--- src/rtl/flyback_consts.svh ---
// timing figures, fault counts and input bit positions of the fault restart sequencer
`ifndef FLYBACK_CONSTS_SVH
`define FLYBACK_CONSTS_SVH

`define CLK_PERIOD_NS 10
`define CS_CHECK_NS 4000
`define SOFTSHORT_HOLD_MS 120
`define FAULT_CONSEC 3
`define STARTUP_CYCLES 3
`define SOFTSHORT_SKIP_LOCKOUTS 3

`define IX_VDD_ON 0
`define IX_VDD_OFF 1
`define IX_CYCLE_END 2
`define IX_GATE 3
`define IX_VSENSE_OVER 4
`define IX_LINE_RUN 5
`define IX_LINE_STOP 6
`define IX_CS_OVER 7
`define IX_CS_MIN 8
`define IX_NTC_LOW 9
`define IX_OVER_TEMP 10
`define IX_CC_MODE 11
`define IX_VSENSE_LOW 12
`define IX_VSENSE_OPEN 13
`define IX_PEAK_LOW 14
`define NUM_INPUTS 15

`define CH_OVERVOLT 0
`define CH_LINE 1
`define CH_OC 2
`define CH_NTC 3
`define NUM_CHANNELS 4

`endif

--- src/rtl/flyback_pkg.sv ---
// types shared by the fault restart sequencer
package flyback_pkg;
	typedef enum logic [1:0] {SEQ_START, SEQ_RUN, SEQ_FAULT} seq_t;
endpackage : flyback_pkg

--- src/rtl/consec_counter.sv ---
// counts switching cycles on which one fault condition holds in a row
`timescale 1ns/10ps
`default_nettype none
module consec_counter #(
	parameter int N = 3,
	parameter int W = 2
) (
	input wire logic clk,
	input wire logic reset,
	input wire logic clear,
	input wire logic strobe,
	input wire logic cond,
	output logic hit
);
	typedef struct packed {
		logic [W-1:0] count;
	} cnt_state_t;

	cnt_state_t r;
	cnt_state_t next_r;

	// one cycle breaks the run, a restart empties it
	always_comb begin
		next_r = r;
		if (clear) begin
			next_r.count = '0;
		end else if (strobe && !cond) begin
			next_r.count = '0;
		end else if (strobe && cond && r.count != W'(N)) begin
			next_r.count = r.count + W'(1);
		end
	end

	always_ff @(posedge clk) begin
		if (reset) begin
			r <= '0;
		end else begin
			r <= next_r;
		end
	end

	// fires on the strobe that completes the run
	assign hit = !clear && strobe && cond && (r.count == W'(N - 1));
endmodule : consec_counter
`default_nettype wire

--- src/rtl/fault_restart_sequencer.sv ---
// supply lockout, start-up pin control and fault restart sequencing of a flyback controller
`timescale 1ns/10ps
`default_nettype none
`include "flyback_consts.svh"

// Operation
// - switching enables at supply turn-on level, stops below turn-off level
// - start-up pin held low until turn-on, then sources current
// - wait state each cycle when peak below maximum; pin source stops
// - voltage sample over limit three cycles in a row raises over-voltage fault
// - over-voltage stops switching, keeps run bias until turn-off, then restarts
// - line current must pass run threshold within first three cycles
// - line current under stop level three cycles starts under-voltage fault
// - current-sense over limit three cycles shuts down into lockout restart
// - open current-sense pin reads high, so over-current fires after three cycles
// - first cycle only: sense minimum within 4 us of gate high, else abort
// - open upper divider stops switching; each restart gives a single on-time
// - open lower divider appears as output over-voltage
// - thermistor low at demagnetization end three cycles starts lockout restart
// - internal over-temperature starts lockout restart, repeating while present
// - constant-current mode, sense below limit for 120 ms sets latch
// - latch set: three lockout cycles without switching, cleared on fourth
// - condition persisting another 120 ms after resume re-enters the fault
// - lockout restart repeats for as long as a fault persists
// - first three cycles after turn-on limit peak current to minimum
module fault_restart_sequencer
	import flyback_pkg::*;
#(
	parameter int SOFTSHORT_CYCLES = (`SOFTSHORT_HOLD_MS * 1000000) / `CLK_PERIOD_NS
) (
	input wire logic CLK,
	input wire logic RESET,
	input wire logic VDD_ABOVE_ON,
	input wire logic VDD_BELOW_OFF,
	input wire logic CYCLE_END,
	input wire logic GATE_DRIVE_OUTPUT,
	input wire logic VOLTAGE_SENSE_OVER,
	input wire logic LINE_RUN_THRESHOLD,
	input wire logic LINE_STOP_THRESHOLD,
	input wire logic CURRENT_SENSE_OVER,
	input wire logic SENSE_MIN_THRESHOLD,
	input wire logic THERMISTOR_STARTUP_PIN_LOW,
	input wire logic OVER_TEMPERATURE,
	input wire logic CC_MODE,
	input wire logic CC_UNDERVOLTAGE_THRESHOLD,
	input wire logic VOLTAGE_SENSE_OPEN,
	input wire logic PEAK_CURRENT_BELOW_MAXIMUM,
	output logic SWITCH_ENABLE,
	output logic STARTUP_SOURCE_ENABLE,
	output logic RUN_BIAS,
	output logic PEAK_CURRENT_MINIMUM,
	output logic CYCLE_ABORT,
	output logic OUTPUT_OVERVOLTAGE_FAULT,
	output logic CC_UNDERVOLTAGE_FAULT
);
	localparam int CS_CYCLES = `CS_CHECK_NS / `CLK_PERIOD_NS;
	localparam int CSW = $clog2(CS_CYCLES + 1);
	localparam int CCW = $clog2(SOFTSHORT_CYCLES + 1);
	localparam int NIN = `NUM_INPUTS;
	localparam int NCH = `NUM_CHANNELS;

	typedef struct packed {
		logic [NIN-1:0] sync1;
		logic [NIN-1:0] sync2;
		logic [NIN-1:0] prev;
		seq_t seq;
		logic [1:0] startup;
		logic line_ok;
		logic first_cycle;
		logic cs_armed;
		logic [CSW-1:0] cs_timer;
		logic [CCW-1:0] softshort_count;
		logic softshort_latch;
		logic [1:0] lockouts;
		logic waiting;
		logic overvolt_fault;
		logic abort;
	} seq_state_t;

	seq_state_t r;
	seq_state_t next_r;
	logic [NIN-1:0] pins;
	logic [NCH-1:0] ch_cond;
	logic [NCH-1:0] ch_clear;
	logic [NCH-1:0] ch_hit;
	logic cyc;
	logic gate_rise;
	logic running;
	logic softshort_cond;

	// gather analog comparator levels into one synchroniser word
	always_comb begin
		pins = '0;
		pins[`IX_VDD_ON] = VDD_ABOVE_ON;
		pins[`IX_VDD_OFF] = VDD_BELOW_OFF;
		pins[`IX_CYCLE_END] = CYCLE_END;
		pins[`IX_GATE] = GATE_DRIVE_OUTPUT;
		pins[`IX_VSENSE_OVER] = VOLTAGE_SENSE_OVER;
		pins[`IX_LINE_RUN] = LINE_RUN_THRESHOLD;
		pins[`IX_LINE_STOP] = LINE_STOP_THRESHOLD;
		pins[`IX_CS_OVER] = CURRENT_SENSE_OVER;
		pins[`IX_CS_MIN] = SENSE_MIN_THRESHOLD;
		pins[`IX_NTC_LOW] = THERMISTOR_STARTUP_PIN_LOW;
		pins[`IX_OVER_TEMP] = OVER_TEMPERATURE;
		pins[`IX_CC_MODE] = CC_MODE;
		pins[`IX_VSENSE_LOW] = CC_UNDERVOLTAGE_THRESHOLD;
		pins[`IX_VSENSE_OPEN] = VOLTAGE_SENSE_OPEN;
		pins[`IX_PEAK_LOW] = PEAK_CURRENT_BELOW_MAXIMUM;
	end

	// cycle events from synchronised edges
	assign cyc = r.sync2[`IX_CYCLE_END] && !r.prev[`IX_CYCLE_END];
	assign gate_rise = r.sync2[`IX_GATE] && !r.prev[`IX_GATE];
	assign running = (r.seq == SEQ_RUN);
	assign softshort_cond = r.sync2[`IX_CC_MODE] && r.sync2[`IX_VSENSE_LOW];

	// per-channel conditions; an open sense pin or lower divider reads as over-limit
	always_comb begin
		ch_cond = '0;
		ch_clear = {NCH{!running}};
		ch_cond[`CH_OVERVOLT] = r.sync2[`IX_VSENSE_OVER];
		ch_cond[`CH_LINE] = r.sync2[`IX_LINE_STOP];
		ch_clear[`CH_LINE] = !running || !r.line_ok;
		ch_cond[`CH_OC] = r.sync2[`IX_CS_OVER];
		ch_cond[`CH_NTC] = r.sync2[`IX_NTC_LOW];
	end

	// consecutive-cycle fault counters, emptied on every restart
	genvar g;
	generate
		for (g = 0; g < NCH; g++) begin : g_chan
			consec_counter #(
				.N(`FAULT_CONSEC),
				.W(2)
			) u_count (
				.clk(CLK),
				.reset(RESET),
				.clear(ch_clear[g]),
				.strobe(cyc),
				.cond(ch_cond[g]),
				.hit(ch_hit[g])
			);
		end
	endgenerate

	// sequencer next state
	always_comb begin
		next_r = r;
		next_r.sync1 = pins;
		next_r.sync2 = r.sync1;
		next_r.prev = r.sync2;
		next_r.abort = 1'b0;
		case (r.seq)
			SEQ_START: begin
				next_r.overvolt_fault = 1'b0;
				next_r.waiting = 1'b0;
				if (r.sync2[`IX_VDD_ON]) begin
					if (r.softshort_latch && r.lockouts != 2'(`SOFTSHORT_SKIP_LOCKOUTS)) begin
						next_r.lockouts = r.lockouts + 2'(1);
						next_r.seq = SEQ_FAULT;
					end else begin
						next_r.softshort_latch = 1'b0;
						next_r.lockouts = '0;
						next_r.seq = SEQ_RUN;
						next_r.startup = '0;
						next_r.line_ok = 1'b0;
						next_r.first_cycle = 1'b1;
						next_r.cs_armed = 1'b0;
						next_r.cs_timer = '0;
						next_r.softshort_count = '0;
					end
				end
			end
			SEQ_RUN: begin
				// wait state between cycles while peak is under maximum
				if (cyc && r.sync2[`IX_PEAK_LOW]) begin
					next_r.waiting = 1'b1;
				end else if (gate_rise) begin
					next_r.waiting = 1'b0;
				end
				// start-up window and line run check
				if (cyc) begin
					next_r.first_cycle = 1'b0;
					if (r.startup != 2'(`STARTUP_CYCLES)) begin
						next_r.startup = r.startup + 2'(1);
					end
					if (r.sync2[`IX_LINE_RUN]) begin
						next_r.line_ok = 1'b1;
					end else if (!r.line_ok && r.startup == 2'(`STARTUP_CYCLES - 1)) begin
						next_r.seq = SEQ_FAULT;
					end
					if (r.sync2[`IX_VSENSE_OPEN]) begin
						next_r.seq = SEQ_FAULT;
					end
				end
				// sense pin short check on the first gate pulse only
				if (gate_rise && r.first_cycle) begin
					next_r.cs_armed = 1'b1;
					next_r.cs_timer = '0;
				end else if (r.cs_armed) begin
					if (r.sync2[`IX_CS_MIN]) begin
						next_r.cs_armed = 1'b0;
					end else if (r.cs_timer == CSW'(CS_CYCLES - 1)) begin
						next_r.cs_armed = 1'b0;
						next_r.abort = 1'b1;
						next_r.seq = SEQ_FAULT;
					end else begin
						next_r.cs_timer = r.cs_timer + CSW'(1);
					end
				end
				// soft-short timer, continuous condition only
				if (softshort_cond) begin
					if (r.softshort_count == CCW'(SOFTSHORT_CYCLES - 1)) begin
						next_r.softshort_latch = 1'b1;
						next_r.lockouts = '0;
						next_r.seq = SEQ_FAULT;
					end else begin
						next_r.softshort_count = r.softshort_count + CCW'(1);
					end
				end else begin
					next_r.softshort_count = '0;
				end
				// counted faults and over-temperature
				if (ch_hit[`CH_OVERVOLT]) begin
					next_r.overvolt_fault = 1'b1;
				end
				if (|ch_hit || r.sync2[`IX_OVER_TEMP]) begin
					next_r.seq = SEQ_FAULT;
				end
				if (r.sync2[`IX_VDD_OFF]) begin
					next_r.seq = SEQ_START;
				end
			end
			SEQ_FAULT: begin
				// discharge to turn-off, then power up again while fault lasts
				next_r.waiting = 1'b0;
				next_r.cs_armed = 1'b0;
				if (r.sync2[`IX_VDD_OFF]) begin
					next_r.seq = SEQ_START;
				end
			end
			default: begin
				next_r.seq = SEQ_START;
			end
		endcase
	end

	always_ff @(posedge CLK) begin
		if (RESET) begin
			r <= '0;
		end else begin
			r <= next_r;
		end
	end

	// outputs decoded from registered state
	assign SWITCH_ENABLE = running;
	assign STARTUP_SOURCE_ENABLE = (r.seq != SEQ_START) && !r.waiting;
	assign RUN_BIAS = (running && !r.waiting) || (r.seq == SEQ_FAULT && r.overvolt_fault);
	assign PEAK_CURRENT_MINIMUM = running && (r.startup != 2'(`STARTUP_CYCLES));
	assign CYCLE_ABORT = r.abort;
	assign OUTPUT_OVERVOLTAGE_FAULT = r.overvolt_fault;
	assign CC_UNDERVOLTAGE_FAULT = r.softshort_latch;
endmodule : fault_restart_sequencer
`default_nettype wire

--- config.mk ---
export PLATFORM = sky130hd
export DESIGN_NAME = fault_restart_sequencer
export DESIGN_NICKNAME = d
export VERILOG_FILES = /design/src/rtl/flyback_pkg.sv /design/src/rtl/consec_counter.sv /design/src/rtl/fault_restart_sequencer.sv
export VERILOG_INCLUDE_DIRS = /design/src /design/src/rtl
export SDC_FILE = /design/constraint.sdc
export NUM_CORES = 1
export LEC_CHECK = 0
export ABC_AREA = 1
export BUFFER_PORTS_ARGS = -buffer_cell sky130_fd_sc_hd__buf_2
export CAP_MARGIN = 20
export CORE_MARGIN = 2
export CORE_UTILIZATION = 25
export DETAILED_ROUTE_END_ITERATION = 7
export HOLD_SLACK_MARGIN = 0.08
export PLACE_DENSITY = 0.39
export SYNTH_ARGS = -nofsm -noshare
export SYNTH_HDL_FRONTEND = slang
export SYNTH_SLANG_ARGS = --single-unit
export TNS_END_PERCENT = 20
--- constraint.sdc ---
create_clock -name CLK -period 2.66 [get_ports CLK]
set_clock_uncertainty 0.2 [all_clocks]
set_input_delay 0.399 -clock CLK [delete_from_list [all_inputs] [get_ports CLK]]
set_output_delay 0.399 -clock CLK [all_outputs]
set_load 0.01 [all_outputs]
==> impl_metrics.yaml, run 1 <==
timing:
  hold_viol: 0
  fmax_mhz: 423
  finalSetupViolCount: 0
  fin_crit_sh_pct: 88.9
  finalWorstPathRequiredPeriod_ps: 2370
  worst_slew_pin_slew_ps: 624
  drv_slew: 0
  layout_setup_ws_ps: 294
  rsz0062_at_grt: "false"
  setup_tns_ps: 0
  slew_headroom_pct: 58.0
placed_design:
  place_inst: 785
  place_congestion: 0.761
  placed_area_um2: 4280
  place_ws_ps: 331
  numPortBuffers: 23
  hpwl_um: 6420
floorplan:
  core_area_um2: 15300
  num_io_pins: 24
  die_x_um: 129
  die_area_um2: 16800
  initial_core_util_pct: 25.7
  rows: 45
  fp.dieH_um: 129
worst_setup_path:
  worstSetupPathType: "reg -> reg"
  worstPathRequired_ps: 2730
  cp-end-kind: "flip-flop"
  cp_max_fo: 5
  crit_path_start_kind: "flip-flop"
  crit_start: "r[7]"
  reg2reg_from: "r[7]"
  arrival_ps: 2440
routing:
  detail_route.first_pass.iterations: 4
  antenna_left: 0
  routedWlPerCell_um: 10.8
  avgViaCountPerCell: 4.10
  drt_iter0_drc: 153
  via_count: 3344
  drc_errors: 0
  wl_um: 8800
clocking:
  htreeDepth: 3
  ctsHoldBuffers: 15
  cts_tree: "built"
  clkSlewWorstSetupHoldPaths_ps: 60
  cts_resized: 0
  root_buffer: "clkbuf_16"
  clock_latency_ps: 340
  cts_made_buffers: 9
  post_cts_buffers: 0
  cts.sinks: 86
  cts_buffer_depth: 2
power_and_ir_drop:
  ir_drop_uv: 296
  p_leak_uw: 0.00193
  power_per_cell_area_nw_per_um2: 601
synthesis:
  syn_nets: 588
  synthTopCellsByArea: "dfxtp_1 44%, nand2_1 9.4%, inv_1 9.3%"
  yosysTopAreaCell: "dfxtp_1"
  avgSynthCellArea_um2: 7.05
  syn-instance-count: 558
  synth_area_um2: 3940
  ys.flop_type: "dfxtp_1"
  synth_edf_count: 0
  synthDistinctLibCells: 34
  ys_ff_latch: 86
  ys_seq_area_share_pct: 43.7
  async_flop_share_pct: 0
  synth_top_cell_area_share_pct: 43.7
  yosysWarnings: 0
job:
  drv_cap: 0
run_status:
  status: "finished clean"
grt:
  gr-total-overflow: 0
  grt.total_usage_pct: 11.4
  grt_pass1_wl_um: 15100
  grt_pass1_vias: 3257
  antenna_found_initial: 0
  grt_max_degree: 33
min_path:
  min_from: "RESET"
  hold_class: "in -> reg"
finish:
  syn2layout_area_growth_pct: 20.3
  stdcell_area_um2: 4740
  diodes: 0
  fin_util_pct: 30.9
  layout.nets: 630
  drive_gt1_share_pct: 9.92
  layoutNonFillerInstCount: 816
-- Yosys cell counts, types with 4 or more instances --
cell type	count
or2_2	4
inv_1	98
ha_1	13
a21oi_1	40
clkbuf_1	6
o21ai_0	24
nand4_1	5
nand3_1	26
nor2_1	98
xor2_1	7
nor3_1	18
nand2_1	99
dfxtp_1	86
-- path summary, 6_finish.rpt --
kind / end / slack, ps / depth (start not counted)
setup / recovery: r[23] / 290 / 9
hold / removal: next_r[57] / 200 / 2
setup reg to reg: r[23] / 290 / 9
hold reg to reg: next_r[47] / 200 / 2
-- routing by layer --
metal,share of wire [%],global-route usage (%),up-vias
met5,0,0,-
met4,2.1,5.82,0
met3,3.1,2.35,11
met2,42,17.9,42
met1,53,14.9,1472
li1,-,-,1819
-- state kept, by name (all words and copies together) (netlist names) --
name,count
g_chan.u_count.r,8
ch_cond,4
CYCLE_ABORT,1
CC_UNDERVOLTAGE_FAULT,1
OUTPUT_OVERVOLTAGE_FAULT,1
next_r,26
r,45
-- power by group --
part / internal [uW] / total, uW / switching, uW
combinational: 71.7 / 201 / 129
clock: 760 / 1310 / 547
sequential: 1320 / 1340 / 16.0
-- area by class of cell --
| class | count | area, um2 |
|---|---|---|
| fillers | 1712 | 10600 |
| clock inverters | 6 | 68.8 |
| flip-flops and latches | 86 | 1720 |
| clock buffers | 10 | 239 |
| multi-input cells | 361 | 1780 |
| inverters | 101 | 379 |
| well taps | 211 | 264 |
| repair buffers | 41 | 288 |
-- stage by stage --
step	power, uW	hold slack (ps)
6_report	2850	198
5_1_grt	2980	216
4_1_cts	2900	185
3_5_place_dp	1550	196
3_3_place_gp	1550	192
2_1_floorplan	1500	188
-- kinds of logic (layout without fill, tap and decap cells) --
family,after synthesis,after routing,share of synthesized area [%]
AO/OA/AOI/OAI,82,82,11.8
XOR/XNOR,7,7,1.56
adder cells (fa/ha/maj),13,13,4.13
buffers and inverters,111,158,11.2
flip-flops,86,86,43.7
AND/OR/NAND/NOR,259,259,27.6
-- critical path: stages, from the launching register on --
cell and delay (ps):
dfxtp_1 360, ha_1 180, nand2_1 80, nor2_1 200
inv_1 120, nor2_1 180, nand2_1 120, o21ai_0 520
o21ai_0 220, a21oi_1 140
-- layout by cell type (no fill, tap or decap), types with 3 or more instances in the layout --
cell / instances
a211oi_1: 3
a21oi_1: 40
buf_2: 23
buf_4: 3
clkbuf_16: 9
dfxtp_1: 86
dlygate4sd3_1: 15
ha_1: 13
inv_1: 98
inv_2: 3
nand2_1: 99
nand3_1: 26
nand4_1: 5
nor2_1: 98
nor3_1: 18
o21ai_0: 24
or2_2: 4
xor2_1: 7
(Power assumes the default switching activity.)
==> run 2, diff against run 1 <==
--- a/config.mk
+++ b/config.mk
@@ -11,6 +11,7 @@
 export CAP_MARGIN = 20
 export CORE_MARGIN = 2
 export CORE_UTILIZATION = 25
+export CTS_BUF_LIST = sky130_fd_sc_hd__clkbuf_4
 export DETAILED_ROUTE_END_ITERATION = 7
 export HOLD_SLACK_MARGIN = 0.08
 export PLACE_DENSITY = 0.39
==> run 2 against run 1 <==
  * Clock-buffer cell count shrank 1
  * Power fell by 18%
  * Hold slack improved by 8.3 ps
  * Cell area shrank 2.4%
==> impl_metrics.yaml, run 2 (synthesis results as in run 1) <==
run_status:
  status: "finished clean"
worst_setup_path:
  worstPathRequired_ps: 2060
  rrSetupSlack_ps: 280
  crit_path_start_kind: "flip-flop"
  slowest_stage: "dfxtp_1"
  crit_family: "buffers and inverters"
  slowest_delay_ps: 400
  crit_start: "r[45]"
  path_depth: 5
  reg2reg_depth: 9
  crit_end: "RUN_BIAS"
  reg2reg_from: "r[7]"
  cp-end-kind: "output port"
  worstSetupPathType: "reg -> out"
  regToRegEndpoint: "r[23]"
  path_buf_inv: 3
  crit_chain: "inv_2 -> nand2_1 -> buf_4 -> o21ai_0 -> buf_2"
  cp_max_fo: 7
  arrival_ps: 1800
finish:
  ff_latch_area_um2: 1720
  layout.nets: 635
  fillCellCount: 1730
  layoutNonFillerInstCount: 822
  largest_register_ffs: 45
  mostFrequentLayoutCells: "99 x nand2_1, 98 x inv_1, 98 x nor2_1, 86 x dfxtp_1, 40 x a21oi_1"
  top_register: "r"
  multiInputGateArea_um2: 1780
  syn2layout_area_growth_pct: 17.4
  drive_gt1_share_pct: 9.67
  final_common_cell: "nand2_1"
timing:
  rsz0062_at_grt: "false"
  fmax_mhz: 417
  hold_viol: 0
  drv_slew: 0
  fin_crit_sh_pct: 90.1
  finalSetupViolCount: 0
  worst_slew_pin_slew_ps: 636
  slew_headroom_pct: 57.2
  setup_tns_ps: 0
  finalWorstPathRequiredPeriod_ps: 2400
clocking:
  cts_buffer_depth: 2
  clock_latency_ps: 470
  cts_tree: "built"
  cts.sinks: 86
  clkSlewWorstSetupHoldPaths_ps: 160
  root_buffer: "clkbuf_4"
  htreeDepth: 3
  cts_made_buffers: 9
  post_cts_buffers: 0
  cts_resized: 0
placed_design:
  numPortBuffers: 23
  hpwl_um: 6420
  place_inst: 785
  place_congestion: 0.761
floorplan:
  fp.dieH_um: 129
  rows: 45
  die_area_um2: 16800
  num_io_pins: 24
  die_x_um: 129
  core_area_um2: 15300
  initial_core_util_pct: 25.7
grt:
  grt_pass1_wl_um: 15100
  antenna_found_initial: 1
  grt_max_degree: 33
  grt.total_usage_pct: 11.4
  gr-total-overflow: 0
  grt_pass1_vias: 3277
routing:
  avgViaCountPerCell: 4.12
  routedWlPerCell_um: 10.8
  via_count: 3385
  drt_iter0_drc: 125
  antenna_left: 0
  wl_um: 8850
  drc_errors: 0
  detail_route.first_pass.iterations: 4
power_and_ir_drop:
  power_per_cell_area_nw_per_um2: 505
  ir_drop_uv: 294
  p_leak_uw: 0.00188
job:
  drv_cap: 0
min_path:
  hold_class: "reg -> reg"
## run 2: cell types whose count changed in the layout (fill, tap and decap cells not counted)
cell	before	now
clkbuf_16	9	0
clkbuf_4	0	9
clkbuf_8	1	0
clkinv_1	0	1
diode_2	0	1
dlygate4sd3_1	15	20
## run 2: what timing repair did
item	in CTS	in global routing
hold buffers	20	0
setup endpoints to repair	0	0
endpoints found under the hold margin	21	0
## run 2: layout make-up
| class | instances | share of cell area, % |
|---|---|---|
| Clock inverter | 7 | 1.57 |
| Multi-Input combinational cell | 361 | 38.4 |
| Clock buffer | 9 | 1.46 |
| Sequential cell | 86 | 37.3 |
| Tap cell | 211 | 5.71 |
| Antenna cell | 1 | 0.0542 |
| Inverter | 101 | 8.20 |
| Timing Repair Buffer | 46 | 7.31 |
## run 2: how the worst min path moves through the flow
stage | startpoint | endpoint | slack [ps] | cells past startpoint
after detailed placement | next_r[73] | next_r[58] | 200 | 2
after global placement | next_r[61] | next_r[46] | 190 | 2
final | next_r[74] | next_r[59] | 210 | 2
after floorplan | next_r[65] | ch_cond[0] | 190 | 2
after CTS | next_r[64] | next_r[49] | 210 | 2
after global routing | next_r[64] | next_r[49] | 230 | 2
## run 2: layer usage
metal  track usage [%]  vias up  part of all wire (%)
met2              18.0       44                    42
met4              5.82        0                   2.2
met3              2.35       12                   3.0
met5                 0        -                     0
li1                  -     1830                     -
met1              14.9     1499                    53
## run 2: per-stage QoR
step	util (%)	setup WS, ps	area [um2]	total power (uW)	hold slack, ps
after floorplan	-	831	3940	1500	188
after global placement	27.9	296	4280	1550	192
after detailed placement	27.9	331	4280	1550	196
after CTS	30.2	198	4620	2380	211
after global routing	30.2	23.1	4620	2450	228
final	30.2	262	4620	2330	207
## run 2: power by group
group          total [uW]  internal (uW)  switching (uW)  leakage, uW
clock                 789            290             499    0.0000744
combinational         206           76.4             130      0.00111
sequential           1340           1320            16.1     0.000700
## run 2: worst min-delay path: stages (launching register included)
cell and delay, ps:
dfxtp_1 330, inv_1 40, nor2_1 30
==> run 3, diff against run 2 <==
--- a/config.mk
+++ b/config.mk
@@ -8,12 +8,13 @@
 export LEC_CHECK = 0
 export ABC_AREA = 1
 export BUFFER_PORTS_ARGS = -buffer_cell sky130_fd_sc_hd__buf_2
-export CAP_MARGIN = 20
+export CAP_MARGIN = 10
 export CORE_MARGIN = 2
 export CORE_UTILIZATION = 25
-export CTS_BUF_LIST = sky130_fd_sc_hd__clkbuf_4
+export CTS_BUF_LIST = sky130_fd_sc_hd__clkbuf_8 sky130_fd_sc_hd__clkbuf_16
 export DETAILED_ROUTE_END_ITERATION = 7
 export HOLD_SLACK_MARGIN = 0.08
+export MAX_ROUTING_LAYER = met4
 export PLACE_DENSITY = 0.39
 export SYNTH_ARGS = -nofsm -noshare
 export SYNTH_HDL_FRONTEND = slang
==> run 3 against run 2 <==
  * Sequential cell count did not move
  * Critical endpoint is now r[23]
  * Non-clock buffer count fell by 5
  * Cell area rose by 2.5%
  * Critical path depth rose by 4
  * Largest power group unchanged
  * Sequential power barely moved
  * Via count fell by 1.4%
==> impl_metrics.yaml, run 3 (synthesis results as in run 1) <==
clocking:
  cts_buffer_depth: 2
  post_cts_buffers: 0
  cts_tree: "built"
  clkSlewWorstSetupHoldPaths_ps: 60
  cts_made_buffers: 9
  root_buffer: "clkbuf_16"
  htreeDepth: 3
  clock_latency_ps: 340
  cts.sinks: 86
timing:
  worst_slew_pin_slew_ps: 624
  finalSetupViolCount: 0
  finalWorstPathRequiredPeriod_ps: 2370
  fmax_mhz: 423
  setup_tns_ps: 0
  rsz0062_at_grt: "false"
  hold_viol: 0
  drv_slew: 0
  fin_crit_sh_pct: 88.9
  slew_headroom_pct: 58.0
min_path:
  min_path_cells: 2
  hold_class: "in -> reg"
power_and_ir_drop:
  p_total_uw: 2850
  p_leak_uw: 0.00193
  power_per_cell_area_nw_per_um2: 601
  ir_drop_uv: 296
worst_setup_path:
  cp-end-kind: "flip-flop"
  arrival_ps: 2440
  slowest_delay_ps: 520
  slowest_stage: "o21ai_0"
  worstSetupPathType: "reg -> reg"
  crit_path_start_kind: "flip-flop"
  crit_chain: "ha_1 -> nand2_1 -> nor2_1 -> inv_1 -> nor2_1 -> nand2_1 -> o21ai_0 -> o21ai_0 -> a21oi_1"
  rrSetupSlack_ps: 290
  worstPathRequired_ps: 2730
  cp_max_fo: 5
  reg2reg_depth: 9
floorplan:
  initial_core_util_pct: 25.7
  rows: 45
  die_x_um: 129
  fp.dieH_um: 129
  num_io_pins: 24
  die_area_um2: 16800
  core_area_um2: 15300
routing:
  avgViaCountPerCell: 4.09
  drc_errors: 0
  detail_route.first_pass.iterations: 4
  routedWlPerCell_um: 10.8
  wl_um: 8820
  antenna_left: 0
  via_count: 3339
  drt_iter0_drc: 152
finish:
  final_common_cell: "nand2_1"
  largest_register_ffs: 45
  syn2layout_area_growth_pct: 20.3
  diodes: 0
  layout.nets: 630
  fillCellCount: 1712
  mostFrequentLayoutCells: "99 x nand2_1, 98 x inv_1, 98 x nor2_1, 86 x dfxtp_1, 40 x a21oi_1"
  multiInputGateArea_um2: 1780
  fin_util_pct: 30.9
  drive_gt1_share_pct: 9.92
  top_register: "r"
  ff_latch_area_um2: 1720
grt:
  grt.total_usage_pct: 11.8
  antenna_found_initial: 0
  grt_max_degree: 33
  gr-total-overflow: 0
  grt_pass1_vias: 3257
  grt_pass1_wl_um: 15100
job:
  drv_cap: 0
placed_design:
  hpwl_um: 6420
  place_congestion: 0.771
  numPortBuffers: 23
run_status:
  status: "finished clean"
## run 3: cell type report
cell class,instances,share of cell area [%]
inverters,101,8.01
multi-input cells,361,37.5
clock buffers,10,5.05
well taps,211,5.57
repair buffers,41,6.08
flip-flops and latches,86,36.4
clock inverters,6,1.45
## run 3: where the power goes
part           switching, uW  total [uW]  internal (uW)  leakage (uW)
Sequential              16.0        1340           1320      0.000700
Combinational            129         201           71.7       0.00108
Clock                    549        1310            760      0.000149
Total                    695        2850           2150       0.00193
## run 3: path summary, 6_finish.rpt
path / endpoint / startpoint
setup / recovery: r[23] / r[7]
hold / removal: next_r[57] / RESET
setup reg to reg: r[23] / r[7]
hold reg to reg: next_r[47] / next_r[62]
## run 3: stage by stage
step / setup slack (ps) / instances / hold WS (ps) / area, um2
final: 294 / 816 / 198 / 4740
after global routing: 35.7 / 816 / 216 / 4740
after CTS: 285 / 816 / 185 / 4740
after detailed placement: 331 / 785 / 196 / 4280
after global placement: 296 / 785 / 192 / 4280
after floorplan: 831 / 558 / 188 / 3940
## run 3: metal layers
metal / track usage [%] / vias up / wire length, um
met5: - / - / 0
met4: 5.82 / 0 / 184
met3: 2.27 / 11 / 249
met2: 17.9 / 39 / 3700
met1: 15.0 / 1470 / 4680
li1: - / 1819 / -
## run 3: what timing repair did
item,CTS,global route
hold endpoints to repair,15,0
endpoints found under the setup margin,0,0
gates resized for setup,0,0
hold buffers,15,0
## run 3: worst max-delay path, delay by kind of cell, from the launching register on
kind | cells | cell delay, ps
AO/OA/AOI/OAI | 3 | 880
adder cells (fa/ha/maj) | 1 | 180
AND/OR/NAND/NOR | 4 | 580
flip-flops | 1 | 360
buffers and inverters | 1 | 120
